==> config.mk <==
export PLATFORM = sky130hd
export DESIGN_NAME = twm_dma_tx_regs
export DESIGN_NICKNAME = d
export VERILOG_FILES = /design/src/twm_pkg.sv /design/src/twm_bit_engine.sv /design/src/twm_dma_tx_regs.sv
export VERILOG_INCLUDE_DIRS = /design/src
export SDC_FILE = /design/constraint.sdc
export NUM_CORES = 1
export LEC_CHECK = 0
export BUFFER_PORTS_ARGS = -buffer_cell sky130_fd_sc_hd__buf_2
export CAP_MARGIN = 20
export CORE_UTILIZATION = 35
export CTS_CLUSTER_SIZE = 10
export DETAILED_ROUTE_END_ITERATION = 8
export SETUP_SLACK_MARGIN = 0.15
export SLEW_MARGIN = 5
export SYNTH_ARGS = -nofsm -noshare
export SYNTH_HDL_FRONTEND = slang
export SYNTH_HIERARCHICAL = 1
export SYNTH_SLANG_ARGS = --single-unit
==> constraint.sdc <==
create_clock -name clk_sys -period 11.1 [get_ports clk_sys]
set_input_delay 1.665 -clock clk_sys [delete_from_list [all_inputs] [get_ports clk_sys]]
set_output_delay 1.665 -clock clk_sys [all_outputs]
set_load 0.005 [all_outputs]
==> src/twm_params.svh <==
`ifndef TWM_PARAMS_SVH
`define TWM_PARAMS_SVH

// ****************************************************************
// register offsets (byte addresses)
// ****************************************************************
`define TWM_OFS_RX_LIST     12'h540
`define TWM_OFS_TX_PTR      12'h544
`define TWM_OFS_TX_MAXCNT   12'h548
`define TWM_OFS_TX_AMOUNT   12'h54C
`define TWM_OFS_TX_LIST     12'h550
`define TWM_OFS_ADDRESS     12'h588
`define TWM_OFS_TASKS       12'h600
`define TWM_OFS_EVENTS      12'h604
`define TWM_OFS_INTMASK     12'h608

// ****************************************************************
// field positions and reset values
// ****************************************************************
`define TWM_TASK_RX_BIT     0
`define TWM_TASK_TX_BIT     1
`define TWM_EVT_STOPPED     0
`define TWM_EVT_DATA_NACK_ERROR       1
`define TWM_EVT_ANACK       2
`define TWM_RST_ZERO        32'h0000_0000
`define TWM_AMOUNT_W        16

// ****************************************************************
// timing
// ****************************************************************
`define TWM_CLK_NS          10
`define TWM_T_START_NS      1500
`define TWM_START_CYC       (`TWM_T_START_NS / `TWM_CLK_NS)
`define TWM_T_QTR_NS        2500
`define TWM_QTR_CYC         (`TWM_T_QTR_NS / `TWM_CLK_NS)

`endif

==> src/twm_pkg.sv <==
package twm_pkg;

  // ****************************************************************
  // bit engine commands
  // ****************************************************************
  typedef enum logic [1:0] {
    CMD_START,
    CMD_BYTE,
    CMD_STOP
  } twm_cmd_t;

  // ****************************************************************
  // transaction sequencer states
  // ****************************************************************
  typedef enum logic [2:0] {
    ST_IDLE,
    ST_DLY,
    ST_START,
    ST_ADDR,
    ST_FETCH,
    ST_DATA,
    ST_STOP
  } twm_seq_t;

  typedef struct packed {
    logic           busy;
    twm_cmd_t       kind;
    logic [3:0]     bitc;
    logic [1:0]     ph;
    logic [8:0]     div;
    logic [7:0]     sh;
    logic           scl_oe;
    logic           sda_oe;
    logic           done;
    logic           nack;
    logic [1:0]     scl_sy;
    logic [1:0]     sda_sy;
  } twm_eng_st_t;

  typedef struct packed {
    twm_seq_t       seq;
    logic           issued;
    logic [7:0]     dly;
    logic [15:0]    cnt;
    logic           rnw;
    logic [31:0]    cur_ptr;
    logic           rx_list;
    logic           tx_list;
    logic [31:0]    tx_ptr;
    logic [31:0]    tx_maxcnt;
    logic [15:0]    tx_amount;
    logic [6:0]     slave_addr;
    logic [2:0]     evt;
    logic [2:0]     mask;
    logic [31:0]    rdata;
    logic           irq;
    logic           cmd_valid;
    twm_cmd_t       cmd_kind;
    logic [7:0]     cmd_byte;
    logic           mem_req;
    logic [31:0]    mem_addr;
    logic           busy;
  } twm_top_st_t;

endpackage : twm_pkg

==> src/twm_bit_engine.sv <==
`timescale 1ns/100ps
`include "twm_params.svh"

module twm_bit_engine (
  input  wire logic             clk_sys,
  input  wire logic             sys_rst,
  input  wire logic             cmd_valid,
  input  wire twm_pkg::twm_cmd_t cmd_kind,
  input  wire logic [7:0]       cmd_byte,
  output logic                  done,
  output logic                  nack,
  input  wire logic             scl_i,
  output logic                  scl_oe,
  input  wire logic             sda_i,
  output logic                  sda_oe
);

  localparam logic [8:0] QTR_M1 = 9'(`TWM_QTR_CYC - 1);

  twm_pkg::twm_eng_st_t q;
  twm_pkg::twm_eng_st_t d;

  // ****************************************************************
  // quarter-bit sequencing of scl and sda
  // ****************************************************************
  // pins are open drain: oe high pulls the line low
  always_comb begin
    d        = q;
    d.done   = 1'b0;
    d.scl_sy = {q.scl_sy[0], scl_i};
    d.sda_sy = {q.sda_sy[0], sda_i};
    if (!q.busy) begin
      if (cmd_valid) begin
        d.busy = 1'b1;
        d.kind = cmd_kind;
        d.sh   = cmd_byte;
        d.bitc = 4'h0;
        d.ph   = 2'h0;
        d.div  = QTR_M1;
      end
    end else if (q.div != 9'h000) begin
      d.div = q.div - 9'h001;
    end else if (q.ph == 2'h2 && !q.scl_sy[1]) begin
      // slave stretches the clock: hold until scl is seen high
      d.div = 9'h000;
    end else begin
      d.div = QTR_M1;
      d.ph  = q.ph + 2'h1;
      case (q.kind)
        twm_pkg::CMD_START: begin
          case (q.ph)
            2'h0: begin
              d.sda_oe = 1'b0;
              d.scl_oe = 1'b0;
            end
            2'h1: d.sda_oe = 1'b1;   // sda falls while scl high
            default: begin
              d.scl_oe = 1'b1;
              d.busy   = 1'b0;
              d.done   = 1'b1;
            end
          endcase
        end
        twm_pkg::CMD_BYTE: begin
          case (q.ph)
            2'h0: begin
              d.scl_oe = 1'b1;
              d.sda_oe = (q.bitc == 4'h8) ? 1'b0 : ~q.sh[7];
            end
            2'h1: d.scl_oe = 1'b0;
            2'h2: begin
              if (q.bitc == 4'h8) begin
                d.nack = q.sda_sy[1];       // high at ack slot is refusal
              end
            end
            default: begin
              d.scl_oe = 1'b1;
              d.sh     = {q.sh[6:0], 1'b0};
              if (q.bitc == 4'h8) begin
                d.busy = 1'b0;
                d.done = 1'b1;
              end else begin
                d.bitc = q.bitc + 4'h1;
              end
            end
          endcase
        end
        default: begin
          case (q.ph)
            2'h0: begin
              d.scl_oe = 1'b1;
              d.sda_oe = 1'b1;
            end
            2'h1: d.scl_oe = 1'b0;
            default: begin
              d.sda_oe = 1'b0;   // sda rises while scl high
              d.busy   = 1'b0;
              d.done   = 1'b1;
            end
          endcase
        end
      endcase
    end
  end

  // state register
  always_ff @(posedge clk_sys or posedge sys_rst) begin
    if (sys_rst) begin
      q <= '0;
    end else begin
      q <= d;
    end
  end

  assign done   = q.done;
  assign nack   = q.nack;
  assign scl_oe = q.scl_oe;
  assign sda_oe = q.sda_oe;

endmodule : twm_bit_engine

==> src/twm_dma_tx_regs.sv <==
`timescale 1ns/100ps
`include "twm_params.svh"

// Operation
// - receive list mode 0 plain buffer, 1 array list; resets to 0
// - transmit list mode 0 plain buffer, 1 array list; resets to 0
// - no more than the maximum count bytes are sent per transaction
// - read-only 16-bit transferred count, includes a refused byte
// - the address register supplies the slave address of each transfer
// - bus activity starts about 6.5 us after a start task: a 1.5 us delay, then two quarter bits before sda falls
// - data refused by the slave sets a flag, cleared by writing one
module twm_dma_tx_regs (
  input  wire logic        clk_sys,
  input  wire logic        sys_rst,
  input  wire logic [11:0] reg_addr,
  input  wire logic [31:0] reg_wdata,
  input  wire logic        reg_wr,
  input  wire logic        reg_rd,
  output logic      [31:0] reg_rdata,
  output logic             mem_rd_req,
  output logic      [31:0] mem_rd_addr,
  input  wire logic  [7:0] mem_rd_data,
  input  wire logic        mem_rd_valid,
  output logic             rx_list_mode,
  output logic             busy,
  output logic             irq,
  input  wire logic        scl_i,
  output logic             scl_o,
  output logic             scl_oe,
  input  wire logic        sda_i,
  output logic             sda_o,
  output logic             sda_oe
);

  localparam logic [7:0] START_M1 = 8'(`TWM_START_CYC - 1);

  twm_pkg::twm_top_st_t q;
  twm_pkg::twm_top_st_t d;

  logic eng_done;
  logic eng_nack;
  logic eng_scl_oe;
  logic eng_sda_oe;
  logic wr_task;
  logic wr_evt;

  // ****************************************************************
  // two-wire bit engine
  // ****************************************************************
  twm_bit_engine u_eng (
    .clk_sys   (clk_sys),
    .sys_rst   (sys_rst),
    .cmd_valid (q.cmd_valid),
    .cmd_kind  (q.cmd_kind),
    .cmd_byte  (q.cmd_byte),
    .done      (eng_done),
    .nack      (eng_nack),
    .scl_i     (scl_i),
    .scl_oe    (eng_scl_oe),
    .sda_i     (sda_i),
    .sda_oe    (eng_sda_oe)
  );

  // strobes decoded once for the register process
  assign wr_task = reg_wr && (reg_addr == `TWM_OFS_TASKS);
  assign wr_evt  = reg_wr && (reg_addr == `TWM_OFS_EVENTS);

  // ****************************************************************
  // registers, events and transaction sequencer
  // ****************************************************************
  always_comb begin
    d           = q;
    d.cmd_valid = 1'b0;
    d.mem_req   = 1'b0;

    // software writes; writes to the read-only count are dropped
    if (reg_wr) begin
      case (reg_addr)
        `TWM_OFS_RX_LIST:  d.rx_list    = reg_wdata[0];
        `TWM_OFS_TX_LIST:  d.tx_list    = reg_wdata[0];
        `TWM_OFS_TX_PTR:   d.tx_ptr     = reg_wdata;
        `TWM_OFS_TX_MAXCNT: d.tx_maxcnt = reg_wdata;
        `TWM_OFS_ADDRESS:  d.slave_addr = reg_wdata[6:0];
        `TWM_OFS_INTMASK:  d.mask       = reg_wdata[2:0];
        default: ;
      endcase
    end

    // write one to clear; a set in the same cycle wins below
    if (wr_evt) begin
      d.evt = q.evt & ~reg_wdata[2:0];
    end

    // read data stands in the cycle after the strobe only
    d.rdata = 32'h0000_0000;
    if (reg_rd) begin
      case (reg_addr)
        `TWM_OFS_RX_LIST:   d.rdata = {31'h0, q.rx_list};
        `TWM_OFS_TX_PTR:    d.rdata = q.tx_ptr;
        `TWM_OFS_TX_MAXCNT: d.rdata = q.tx_maxcnt;
        `TWM_OFS_TX_AMOUNT: d.rdata = {16'h0000, q.tx_amount};
        `TWM_OFS_TX_LIST:   d.rdata = {31'h0, q.tx_list};
        `TWM_OFS_ADDRESS:   d.rdata = {25'h0, q.slave_addr};
        `TWM_OFS_EVENTS:    d.rdata = {29'h0, q.evt};
        `TWM_OFS_INTMASK:   d.rdata = {29'h0, q.mask};
        default:            d.rdata = 32'h0000_0000;
      endcase
    end

    case (q.seq)
      twm_pkg::ST_IDLE: begin
        // tasks written while busy are ignored
        if (wr_task && (reg_wdata[`TWM_TASK_RX_BIT] ||
                        reg_wdata[`TWM_TASK_TX_BIT])) begin
          d.rnw     = ~reg_wdata[`TWM_TASK_TX_BIT];
          d.cur_ptr = q.tx_ptr;
          d.cnt     = 16'h0000;
          d.dly     = START_M1;
          d.busy    = 1'b1;
          d.seq     = twm_pkg::ST_DLY;
        end
      end
      twm_pkg::ST_DLY: begin
        // fixed start latency before the start condition
        if (q.dly == 8'h00) begin
          d.seq    = twm_pkg::ST_START;
          d.issued = 1'b0;
        end else begin
          d.dly = q.dly - 8'h01;
        end
      end
      twm_pkg::ST_START: begin
        if (!q.issued) begin
          d.cmd_valid = 1'b1;
          d.cmd_kind  = twm_pkg::CMD_START;
          d.issued    = 1'b1;
        end else if (eng_done) begin
          d.seq    = twm_pkg::ST_ADDR;
          d.issued = 1'b0;
        end
      end
      twm_pkg::ST_ADDR: begin
        if (!q.issued) begin
          d.cmd_valid = 1'b1;
          d.cmd_kind  = twm_pkg::CMD_BYTE;
          d.cmd_byte  = {q.slave_addr, q.rnw};
          d.issued    = 1'b1;
        end else if (eng_done) begin
          d.issued = 1'b0;
          if (eng_nack) begin
            d.evt[`TWM_EVT_ANACK] = 1'b1;
            d.seq = twm_pkg::ST_STOP;
          end else if (q.rnw) begin
            // receive data path lives outside this block
            d.seq = twm_pkg::ST_STOP;
          end else begin
            d.seq = twm_pkg::ST_FETCH;
          end
        end
      end
      twm_pkg::ST_FETCH: begin
        // stop once the maximum count has gone out
        if ({16'h0000, q.cnt} >= q.tx_maxcnt) begin
          d.seq    = twm_pkg::ST_STOP;
          d.issued = 1'b0;
        end else if (!q.issued) begin
          d.mem_req  = 1'b1;
          d.mem_addr = q.cur_ptr;
          d.issued   = 1'b1;
        end else if (mem_rd_valid) begin
          d.cmd_byte = mem_rd_data;
          d.cur_ptr  = q.cur_ptr + 32'h0000_0001;
          d.issued   = 1'b0;
          d.seq      = twm_pkg::ST_DATA;
        end
      end
      twm_pkg::ST_DATA: begin
        if (!q.issued) begin
          d.cmd_valid = 1'b1;
          d.cmd_kind  = twm_pkg::CMD_BYTE;
          d.issued    = 1'b1;
        end else if (eng_done) begin
          // the refused byte still counts as transferred
          d.cnt    = q.cnt + 16'h0001;
          d.issued = 1'b0;
          if (eng_nack) begin
            d.evt[`TWM_EVT_DATA_NACK_ERROR] = 1'b1;
            d.seq = twm_pkg::ST_STOP;
          end else begin
            d.seq = twm_pkg::ST_FETCH;
          end
        end
      end
      twm_pkg::ST_STOP: begin
        if (!q.issued) begin
          d.cmd_valid = 1'b1;
          d.cmd_kind  = twm_pkg::CMD_STOP;
          d.issued    = 1'b1;
        end else if (eng_done) begin
          // count moves only after stop, so software sees it settled
          d.tx_amount = q.cnt;
          d.evt[`TWM_EVT_STOPPED] = 1'b1;
          d.busy   = 1'b0;
          d.issued = 1'b0;
          d.seq    = twm_pkg::ST_IDLE;
          // array list steps the pointer to the next buffer slot
          // only a pointer write beats the step; other writes must not
          if (q.tx_list && !q.rnw &&
              !(reg_wr && reg_addr == `TWM_OFS_TX_PTR)) begin
            d.tx_ptr = q.tx_ptr + q.tx_maxcnt;
          end
        end
      end
      default: d.seq = twm_pkg::ST_IDLE;
    endcase

    d.irq = |(d.evt & d.mask);
  end

  // state register
  always_ff @(posedge clk_sys or posedge sys_rst) begin
    if (sys_rst) begin
      q     <= '0;
      q.seq <= twm_pkg::ST_IDLE;
    end else begin
      q <= d;
    end
  end

  // ****************************************************************
  // outputs from flip-flops, except scl_o and sda_o tied low
  // ****************************************************************
  assign reg_rdata    = q.rdata;
  assign mem_rd_req   = q.mem_req;
  assign mem_rd_addr  = q.mem_addr;
  assign rx_list_mode = q.rx_list;
  assign busy         = q.busy;
  assign irq          = q.irq;
  assign scl_o        = 1'b0;  // open drain: only low is ever driven
  assign sda_o        = 1'b0;
  assign scl_oe       = eng_scl_oe;
  assign sda_oe       = eng_sda_oe;

endmodule : twm_dma_tx_regs

Yosys cells after proc, flatten, opt, wreduce, memory -nomap -nowiden
Index checks and enable logic that the tools add are counted.

Register bits after elaboration: 268. Bits in latches: 0. RAM bits: 0. Bits in read-only memories: 0. Bits of input ports: 59. Memories kept: 0.

$add $sub $neg: 7. $mul: 0. Div/mod/pow operators: 0. $lt $le $gt $ge: 1. Eq/ne operators: 49. Shifts and indexed selects: 0. Multiplexer cells: 106. Bitwise gates (word level): 10. Reductions and logical operators: 50.

Operators by type and width (number): $mux W32 (10); $pmux W32 S8 (1); $eq A12 B11 Y1 const B (9); $mux W33 (2); $mux W64 (1); $pmux W32 S2 (1); $mux W57 (1); $mux W8 (6); $ne A2 B2 Y1 const B (21); $mux W41 (1); $mux W4 (10); $mux W3 (13); $mux W1 (34); $add A32 B1 Y32 const B (1); $add A32 B32 Y32 (1); $ge A16 B32 Y1 (1); $mux W16 (2); $pmux W16 S2 (1); $pmux W8 S2 (2); $mux W26 (1); $mux W12 (2); $reduce_and A6 Y1 (4); $mux W23 (1); $pmux W3 S7 (1); 42 further kinds (96).

Depth between registers and ports, before layout
Gate-level depths: netlist (run 1).

Word-level depth: 9. Depth in mapped cells: 14. Depth with buffers taken out: 13.

Cells and area by module
Netlist (run 1), hierarchy kept.

Modules (own cells, without submodules): twm_dma_tx_regs (times used 1, cells an instance 1352, area each 13206.4 um^2); twm_bit_engine (times used 1, cells an instance 176, area each 1850.5 um^2).

Least setup slack after synthesis (run 1)
Ideal clock, no wire load.

Kind: input port to flip-flop. From: in reg_addr[1]. To: reg q[163] (netlist name). Setup time: 0.137 ns. Data arrival time: 3.447 ns. Path slack: 7.516 ns. Stages: 11. Path buffers: 4. Cells stage by stage: or3_1 buf_2 nor3_2 and2_1 buf_4 nand2_2 and4bb_1 buf_6 buf_2 a211oi_1 a21oi_1.

RTL lines: start: declaration (line twm_dma_tx_regs.sv:15) `input wire logic [11:0] reg_addr,`; end: declaration (line twm_dma_tx_regs.sv:37) `twm_pkg::twm_top_st_t q;`.

==> impl_metrics.yaml, run 1 <==
power_and_ir_drop:
  p_switching_mw: 0.5309
  combPwrFrac_pct: 6.0
  vdd_drop_max_mv: 0.08014
  power.internal_mw: 1.691
  p_leak_nw: 7.935
  p_sw_share_pct: 23.89
  power_frac_clock_pct: 47.8
  powerDensity_nw_per_um2: 132.5
  seqPwrFrac_pct: 46.2
place:
  dp_hpwl_um: 29010
  gp_congestion: 0.8983
  post-place-ws_ps: 5638
  post_dp_cell_area_um2: 15720
  port_buffers: 128
synthesis:
  yosysSeqAreaShare_pct: 44.54
  synth_cells: 1528
  synth-simple-area-share_pct: 14.53
  avgSynthCellArea_um2: 9.854
  synth_top_family_by_area: "compound AO/OA/AOI/OAI gates"
  synth_xor_area_share_pct: 2.559
  synthDistinctLibCells: 91
  ys.warnings.count: 6
  synth.ff_latch_count: 268
  synth_edf_count: 0
  synthMuxAreaShare_pct: 9.706
  syn_area_um2: 15060
  synth_compound_area_share_pct: 17.01
  yosys_most_used_dff: "dfrtp_1"
  async_reset_ff_share_pct: 100.0
  yosys.area_share.adder_pct: 4.953
min_path:
  hold_class: "reg2reg"
floorplanning:
  die_y_um: 209.4
  rows: 75
  floorplan.initialDensity_pct: 35.66
  die_w_um: 209.4
  die-area_um2: 43850
  io_pins: 131
  core_area_um2: 42230
worst_setup_path:
  path_class: "in2reg"
  end_kind: "flop"
  crit_arrival_ps: 5460
  crit_path_start_kind: "primary input"
  critPathRequiredTime_ps: 11570
  cp_max_fo: 65
finish:
  num-fill-cells: 4196
  finalNetCount: 1690
  syn_to_final_growth_pct: 11.43
  final_common_cell: "dfrtp_1"
  drive_gt1_share_pct: 20.82
  final_util_pct: 39.73
  n_antenna_cell: 0
  fin_area_um2: 16780
  most-common-layout-cells: "dfrtp_1 (268), nand2_1 (144), buf_2 (128)"
sta:
  slew_viol_final: 0
  slew_headroom_pct: 23.48
  setup-tns-final_ps: 0
  hold_viol_final: 0
  min_period_ps: 4992
  setup_viol: 0
  tightest_slew_ps: 1138
  rsz0062_at_grt: "false"
  period_share_pct: 44.97
  setup_ws_ps: 6108
  finalClockSkew_ps: 18.33
  max_freq_ghz: 0.2003
global_route:
  grt_pass1_vias: 11560
  grt_max_degree: 106
  grt_util_met2_pct: 28.01
  grtUsageMet1_pct: 27.58
  grt-ovfl-total: 0
  grt_use_met3_pct: 2.783
  antenna_found_initial: 0
  busiest_layer: "met2"
  track_usage_pct: 18.65
  grt_pass1_wl_um: 65060
clock_tree:
  clk_latency_ps: 530
  postCtsSetupBuffers: 0
  htreeDepth: 2
  cts_buffer_depth: 3
  clock_sinks: 268
  ctsHoldBuffers: 0
  numCtsBuffers: 34
  clk_pin_slew_worst_paths_ps: 60
  cts_resized: 0
  clk_root_buffer_cell: "clkbuf_16"
  cts_tree: "built"
flow_run:
  drv_cap: 0
detailed_routing:
  dr.pass1.iters: 7
  via_per_inst: 5.496
  ant_nets: 0
  drt_iter0_drc: 1052
  drc: 0
  wl_um: 40400
  wire_per_inst_um: 19.02
  via_count: 11674
run_status:
  outcome: "finished, final reports clean"
-- cell families (layout without fill, tap and decap cells) --
kind of cell	Yosys count	in the layout
AOI/OAI and AO/OA	395	395
DFF	268	268
other	1	2
and+or+nand+nor	437	437
adders and majority gates	59	59
muxes	133	133
buffers and inverters	191	247
xor gates and xnor gates	44	44
-- per-stage QoR --
step / hold WS (ps) / instances / power (mW)
global route: 361.0 / 2124 / 2.313
global placement: 339.9 / 2073 / 1.173
floorplan: 331.2 / 1529 / 1.131
detailed placement: 345.0 / 2073 / 1.176
finish: 353.5 / 2124 / 2.222
CTS: 356.8 / 2122 / 2.247
-- worst max-delay path, stage by stage --
cell      delay (ps)
buf_2            110
or3_1            550
nor3_2           360
and2_1           180
buf_4            400
nand2_2          680
and4bb_2         530
buf_4            310
and3b_1          260
a311oi_2         190
o211a_1          170
-- state kept, by name (all words and copies together), names as in the netlist --
register / count
busy: 1
rx_list_mode: 1
q: 166
u_eng/d: 2
reg_rdata: 32
mem_rd_addr: 32
u_eng/scl_oe: 1
mem_rd_req: 1
u_eng/q: 28
u_eng/done: 1
u_eng/nack: 1
u_eng/sda_oe: 1
irq: 1
-- area by class of cell --
cell class / instances / area, um^2 / area share [%]
sequential: 268 / 6706 / 39.97
clock inverter: 2 / 35.03 / 0.2088
multi-input combinational: 1070 / 7370 / 43.92
timing repair buffer: 147 / 780.7 / 4.653
tap: 539 / 674.4 / 4.019
inverter: 51 / 198.9 / 1.186
clock buffer: 47 / 1013 / 6.040
-- cells in the mapped netlist (4+ instances only) --
cell / n / area [um^2]
o211ai_1: 4 / 30.03
xnor2_1: 25 / 219.0
nor2b_1: 11 / 68.82
o31ai_1: 5 / 37.54
or3_1: 6 / 37.54
a31oi_1: 35 / 219.0
a221oi_1: 4 / 35.03
o21ai_1: 6 / 30.03
o21ai_0: 81 / 405.4
buf_4: 67 / 503.0
o21bai_1: 7 / 52.55
nor2_1: 114 / 427.9
nand4_1: 15 / 93.84
mux2i_1: 32 / 320.3
a222oi_1: 13 / 130.1
nor4_1: 10 / 62.56
a21oi_1: 119 / 595.6
clkbuf_1: 54 / 202.7
buf_2: 12 / 60.06
ha_1: 58 / 725.7
nor3_1: 17 / 85.08
nand2b_1: 15 / 93.84
and2_1: 8 / 50.05
a22oi_1: 34 / 255.2
buf_1: 4 / 15.01
xor2_1: 19 / 166.4
and3_1: 21 / 131.4
nand3_1: 34 / 170.2
and4_1: 4 / 35.03
inv_1: 51 / 191.4
nand2_1: 144 / 540.5
mux2_2: 100 / 1126
nor3b_1: 5 / 37.54
dfrtp_1: 268 / 6706
a21o_1: 21 / 157.7
a211oi_1: 10 / 75.07
a22o_1: 8 / 70.07
o21a_1: 6 / 45.04
-- routing by layer --
metal  vias up  routed length (um)
met5         -                   0
met4         0                 928
met3        56                2274
met2       338               17540
met1      5746               19650
li1       5534                   -
-- power by group through the flow --
stage,Sequential (mW),Clock (mW),Combinational [mW]
CTS,1.03,1.09,0.134
global route,1.03,1.13,0.152
finish,1.03,1.06,0.134
detailed placement,1.04,0,0.134
global placement,1.04,0,0.131
floorplan,1.02,0,0.107
-- path summary, 6_finish.rpt --
check	from	to	slack, ps	cells after the start
min	u_eng/d[3]$_DFF_PP0_	u_eng/q[3]$_DFF_PP0_	350	0
max reg2reg	q[206]$_DFFE_PP0P_	q[184]$_DFFE_PP0P_	7450	13
max	reg_addr[1]	q[167]$_DFF_PP0_	6110	11
min reg2reg	u_eng/d[3]$_DFF_PP0_	u_eng/q[3]$_DFF_PP0_	350	0
max in group asynchronous	sys_rst	q[219]$_DFFE_PP0P_	7730	4
min in group asynchronous	sys_rst	q[40]$_DFFE_PP0P_	1250	2
(Power assumes the default switching activity.)
==> run 2, diff against run 1 <==
Settings changed: ABC_AREA from default to 1.
Clock period 11.1 ns to 4.1 ns, I/O delays scaled along.
==> run 2 against run 1 <==
The run now ends with DRC left; global-route usage grew 2.6 points; clock skew shrank 4.6 ps; first-iteration DRC count grew 23%; combinational power grew to 5.8 times the previous value; power grew to 2.9 times the previous value; sequential power grew to 2.8 times the previous value; critical path depth grew 4; setup slack lost 4700 ps; critical path type is now reg2reg; clock-buffer cell count shrank 2; core utilization shrank 0.32 points; highest routed layer unchanged; worst hold slack lost 230 ps; non-clock buffer count shrank 1.
==> impl_metrics.yaml, run 2 <==
run_status:
  outcome: "finished with violations"
  violations: "DRC"
synthesis:
  ys.warnings.count: 6
  yosysTopAreaCell: "dfrtp_1"
  netlist.area_leader.share_pct: 40.39
  yosysSeqAreaShare_pct: 40.39
  synth_edf_count: 0
  synth_area_leaders: "dfrtp_1 (40%), nand2_1 (18%), inv_1 (5.2%), nand3_1 (5.1%), o21ai_0 (4.9%)"
  async_reset_ff_share_pct: 100.0
  synthDistinctLibCells: 46
  yosys_most_used_dff: "dfrtp_1"
  synth_most_common_cell: "nand2_1"
  avgSynthCellArea_um2: 7.062
  syn_area_um2: 16600
  synth_common_cells: "nand2_1 (792), dfrtp_1 (268), inv_1 (230)"
  synth.ff_latch_count: 268
  synth_cells: 2351
floorplanning:
  die_y_um: 219.8
  core_area_um2: 46650
  rows: 79
  io_pins: 131
  die-area_um2: 48310
  die_w_um: 219.8
  floorplan.initialDensity_pct: 35.59
power_and_ir_drop:
  seqPwrFrac_pct: 44.6
  combPwrFrac_pct: 12.0
  p_leak_nw: 9.329
  power_frac_clock_pct: 43.4
  power.internal_mw: 4.731
  p_sw_share_pct: 27.27
  powerDensity_nw_per_um2: 353.8
  p_switching_mw: 1.774
  vdd_drop_max_mv: 0.2141
clock_tree:
  ctsHoldBuffers: 0
  postCtsSetupBuffers: 0
  clk_pin_slew_worst_paths_ps: 50
  clock_sinks: 268
  cts_resized: 0
  cts_buffer_depth: 3
  numCtsBuffers: 34
  clk_root_buffer_cell: "clkbuf_16"
  htreeDepth: 2
  clk_latency_ps: 540
  cts_tree: "built"
worst_setup_path:
  reg2reg_from: "q[108]$_DFFE_PP0P_"
  critPathRequiredTime_ps: 4500
  crit_arrival_ps: 3120
  worst-r2r-cell-count: 15
  end_kind: "flop"
  path_class: "reg2reg"
  cp_max_fo: 47
  rrSetupSlack_ps: 1390
  crit_path_start_kind: "flop"
  r2r-end: "mem_rd_addr[22]$_DFFE_PP0P_"
sta:
  setup_viol: 0
  setup-tns-final_ps: 0
  slew_viol_final: 0
  slew_headroom_pct: 39.43
  setup_ws_ps: 1385
  period_share_pct: 66.22
  min_period_ps: 2715
  max_freq_ghz: 0.3683
  hold_viol_final: 0
  rsz0062_at_grt: "false"
  tightest_slew_ps: 905.1
  finalClockSkew_ps: 13.72
place:
  post-place-ws_ps: 1059
  post_dp_cell_area_um2: 17390
  numPlacedInstances: 2971
  gp_congestion: 0.9584
  dp_hpwl_um: 38610
  port_buffers: 128
finish:
  final_common_cell: "nand2_1"
  fin_area_um2: 18390
  final_util_pct: 39.41
  seq_area_um2: 6706
  multiInputGateArea_um2: 8192
  num-fill-cells: 4934
  largest_register: "q"
  final_cells: 3021
  drive_gt1_share_pct: 9.407
  finalNetCount: 2518
  syn_to_final_growth_pct: 10.75
  largest_reg_flops: 166
  most-common-layout-cells: "nand2_1 (792), dfrtp_1 (268), inv_1 (229)"
detailed_routing:
  dr.pass1.iters: 9
  drt_iter0_drc: 1295
  wire_per_inst_um: 16.76
  via_per_inst: 5.123
  wl_um: 50640
  drc: 10
  via_count: 15476
  ant_nets: 0
global_route:
  grt-ovfl-total: 0
  antenna_found_initial: 1
  grt_pass1_wl_um: 80690
  grt_max_degree: 63
  grt_pass1_vias: 14781
  track_usage_pct: 21.21
flow_run:
  drv_cap: 0
min_path:
  hold_class: "in2async"
==> run 2: cell count changes in the layout (fill, tap and decap cells not counted), moves of 34 or more <==
cell | before | now
nand3_1 | 34 | 166
nand2_1 | 144 | 792
nand4_1 | 15 | 62
mux2_2 | 100 | 3
inv_1 | 50 | 229
a31oi_1 | 35 | 1
o21ai_0 | 81 | 162
a22oi_1 | 34 | 0
nor2_1 | 113 | 209
==> run 2: worst max-delay path: stages, from the launching register on <==
cell	delay (ps)
dfrtp_1	400
inv_1	170
ha_1	280
nand2_1	80
nand2_1	50
nand2_1	60
nand2_1	50
nand2_1	50
nand3_1	80
nand2_1	70
nand2_1	120
nand2_1	350
nand3_2	270
buf_4	330
nand2_1	110
o21ai_0	80
==> run 2: per-stage QoR <==
step	hold slack, ps	power (mW)
finish	120.7	6.506
global route	132.6	6.806
CTS	110.3	6.586
detailed placement	334.7	3.727
global placement	332.7	3.700
floorplan	331.2	3.498
==> run 2: worst max path at each step <==
stage	slack [ps]	to	startpoint	cells past startpoint
global placement	1140	reg_rdata[10]$_DFF_PP0_	reg_addr[1]	10
CTS	1380	mem_rd_addr[22]$_DFFE_PP0P_	q[108]$_DFFE_PP0P_	15
detailed placement	1060	q[86]$_DFFE_PP0P_	reg_addr[1]	8
floorplan	420	busy$_DFFE_PP0P_	sys_rst	1
global route	990	mem_rd_addr[22]$_DFFE_PP0P_	q[114]$_DFFE_PP0P_	13
finish	1390	mem_rd_addr[22]$_DFFE_PP0P_	q[108]$_DFFE_PP0P_	15
==> run 2: final cells by class <==
cell class                 instances  share of cell area, %
antenna                            1                0.01361
clock buffer                      45                  5.022
multi-input combinational       1707                  44.55
clock inverter                     4                 0.4015
sequential                       268                  36.47
timing repair buffer             146                  4.423
tap                              607                  4.131
inverter                         243                  4.981
==> run 2: layer usage <==
layer | wire length (um) | share of wire (%) | global-route usage, %
met4 | 1616 | 3.2 | 7.747
met3 | 3006 | 5.9 | 2.816
met5 | 0 | 0 | 0
met2 | 22690 | 45 | 33.04
met1 | 23330 | 46 | 29.91
==> run 2: cells by family (layout without fill, tap and decap cells) <==
group	count (synthesis)	after routing	synth area share, %
flops	268	268	40.39
other cells	1	3	0.02259
compound gates	310	310	9.827
simple gates	1293	1293	32.54
buf+inv	377	438	10.40
fa+ha+maj	59	59	4.492
mux	4	4	0.2638
xor+xnor	39	39	2.057
==> run 2: power groups by stage <==
stage	logic, mW	clock network (mW)	registers, mW
after floorplan	0.588	0	2.91
after global placement	0.755	0	2.94
after detailed placement	0.780	0	2.95
after CTS	0.783	2.90	2.90
after global routing	0.898	2.99	2.92
final	0.778	2.82	2.90
==> run 3, diff against run 2 <==
Settings changed: ABC_AREA 1 to 0.
Clock period 4.1 ns to 2.2 ns, I/O delays scaled along.
==> run 3 against run 2 <==
The flow finishes with violations (setup timing); clock-buffer cell count grew 4; combinational power grew 58%; global-route usage down 0.088 points; sequential power up 76%; power rose by 77%; clock skew is 7.2 ps higher; flip-flop and latch count stayed put; die area fell by 9.2%; clock power is 84% higher; cell area grew 13%; critical path depth is 1 lower; core utilization up 9.7 points; critical endpoint is now q[34]$_DFFE_PP0P_; largest power group is now clock.
==> impl_metrics.yaml, run 3 (synthesized netlist as in run 1, its figures left out) <==
sta:
  slew_headroom_pct: 52.12
  setup_ws_ps: -517.9
  tightest_slew_ps: 718.2
  slew_viol_final: 0
  hold_viol_final: 0
  rsz0062_at_grt: "true"
  min_period_ps: 2718
  finalClockSkew_ps: 20.94
  period_share_pct: 123.5
  setup_viol: 109
  max_freq_ghz: 0.3679
power_and_ir_drop:
  combPwrFrac_pct: 10.6
  p_leak_nw: 9.885
  power_frac_clock_pct: 45.0
  vdd_drop_max_mv: 0.3661
  seqPwrFrac_pct: 44.4
  p_switching_mw: 2.918
  power.internal_mw: 8.600
  p_sw_share_pct: 25.33
  powerDensity_nw_per_um2: 555.8
finish:
  syn_to_final_growth_pct: 37.65
  drive_gt1_share_pct: 41.52
  seq_area_um2: 6710
  largest_register: "q"
  fin_area_um2: 20730
  num-fill-cells: 3854
  multiInputGateArea_um2: 8576
  final_util_pct: 49.08
  n_antenna_cell: 0
  most-common-layout-cells: "dfrtp_1 (265), buf_4 (264), nand2_1 (138)"
  final_common_cell: "dfrtp_1"
  largest_reg_flops: 166
  finalNetCount: 1995
detailed_routing:
  drc: 0
  via_per_inst: 5.365
  via_count: 13047
  dr.pass1.iters: 6
  drt_iter0_drc: 833
  ant_nets: 0
  wire_per_inst_um: 19.13
  wl_um: 46530
worst_setup_path:
  crit_path_start_kind: "flop"
  critPathRequiredTime_ps: 2620
  critPathLaunch: "q[107]$_DFFE_PP0P_"
  path_class: "reg2reg"
  cp_max_fo: 8
  reg2reg_from: "q[107]$_DFFE_PP0P_"
  crit_arrival_ps: 3140
  end_kind: "flop"
  worst-r2r-cell-count: 14
floorplanning:
  die_y_um: 209.4
  die-area_um2: 43850
  die_w_um: 209.4
  floorplan.initialDensity_pct: 35.66
  rows: 75
  core_area_um2: 42230
  io_pins: 131
clock_tree:
  numCtsBuffers: 34
  htreeDepth: 2
  clk_latency_ps: 550
  clk_pin_slew_worst_paths_ps: 50
  cts_buffer_depth: 3
  cts_tree: "built"
  clock_sinks: 268
  clk_root_buffer_cell: "clkbuf_16"
run_status:
  outcome: "finished with violations"
  violations: "setup timing"
min_path:
  min-delay-start: "reg_wdata[18]"
  hold_class: "in2reg"
  whs_path_depth: 2
place:
  gp_congestion: 0.8939
  post_dp_cell_area_um2: 18220
  port_buffers: 128
  dp_hpwl_um: 33470
flow_run:
  drv_cap: 0
global_route:
  grt-ovfl-total: 0
  antenna_found_initial: 1
  grt_pass1_wl_um: 73000
  grt_pass1_vias: 13216
  track_usage_pct: 21.13
  grt_max_degree: 66
run 3: cell types whose count changed in the layout (fill, tap and decap cells not counted), sizes merged, moves of 21 or more:
| cell | change |
|---|---|
| nand3 | -137 |
| nor2 | -97 |
| a31oi | +35 |
| nand2 | -655 |
| o21ai | -99 |
| mux2 | +98 |
| mux2i | +31 |
| a22oi | +34 |
| and3 | +21 |
| nand4 | -47 |
| inv | -190 |
| a21oi | +29 |
| buf | +297 |
run 3: critical path, stage by stage (launching register included):
cell	delay [ps]
dfrtp_1	390
buf_6	130
ha_4	200
nand2b_4	120
a21o_1	170
a21o_1	180
a21oi_2	160
nor4_2	70
o31ai_2	190
buf_4	170
buf_6	100
nor3b_4	330
a31oi_4	210
nand2_1	110
o21ai_1	60
run 3: cell type report:
| type | count | share of cell area (%) |
|---|---|---|
| Timing Repair Buffer | 451 | 17.17 |
| Inverter | 51 | 0.9417 |
| Tap cell | 539 | 3.254 |
| Clock inverter | 3 | 0.1630 |
| Sequential cell | 268 | 32.38 |
| Clock buffer | 49 | 4.715 |
| Multi-Input combinational cell | 1071 | 41.38 |
run 3: repair_timing:
item | CTS | global route
setup buffers | 26 | 20
hold buffers | 3 | 0
hold endpoints to repair | 51 | 0
gates resized for setup | 64 | 110
endpoints found under the setup margin | 128 | 138
pin swaps | 46 | 61
cloned | 6 | 5
run 3: worst paths after layout:
kind	end	slack [ps]
worst min register to register	u_eng/q[1]$_DFF_PP0_	350
min in group asynchronous	q[226]$_DFFE_PP0P_	430
worst min-delay path	q[125]$_DFFE_PP0P_	50
max in group asynchronous	q[122]$_DFFE_PP0P_	990
worst max-delay path	q[34]$_DFFE_PP0P_	-520
worst max register to register	q[34]$_DFFE_PP0P_	-520
run 3: layer usage:
layer  routed length (um)  part of all wire (%)  track usage, %
met1                21050                    45           29.35
met2                21490                    46           32.98
met3                 2726                   5.9           3.846
met4                 1259                   2.7           7.429
met5                    0                     0               0
run 3: stage by stage:
| step | total power, mW | cells | worst slack, ps | TNS [ps] | hold slack, ps |
|---|---|---|---|---|---|
| floorplan | 5.741 | 1529 | -1194 | -302170 | 331.2 |
| global placement | 6.118 | 2320 | -580.7 | -54310 | 342.5 |
| detailed placement | 6.156 | 2320 | -583.0 | -59630 | 336.3 |
| CTS | 11.47 | 2407 | -561.8 | -44420 | 19.38 |
| global route | 11.99 | 2432 | -753.1 | -56990 | 36.01 |
| finish | 11.52 | 2432 | -517.9 | -42060 | 48.05 |
run 3: power by group through the flow:
stage | Combinational [mW] | Clock [mW] | Sequential, mW
after global placement | 0.942 | 0 | 5.18
after floorplan | 0.572 | 0 | 5.17
after CTS | 1.05 | 5.33 | 5.09
final | 1.23 | 5.18 | 5.11
after global routing | 1.33 | 5.54 | 5.12
after detailed placement | 0.974 | 0 | 5.18
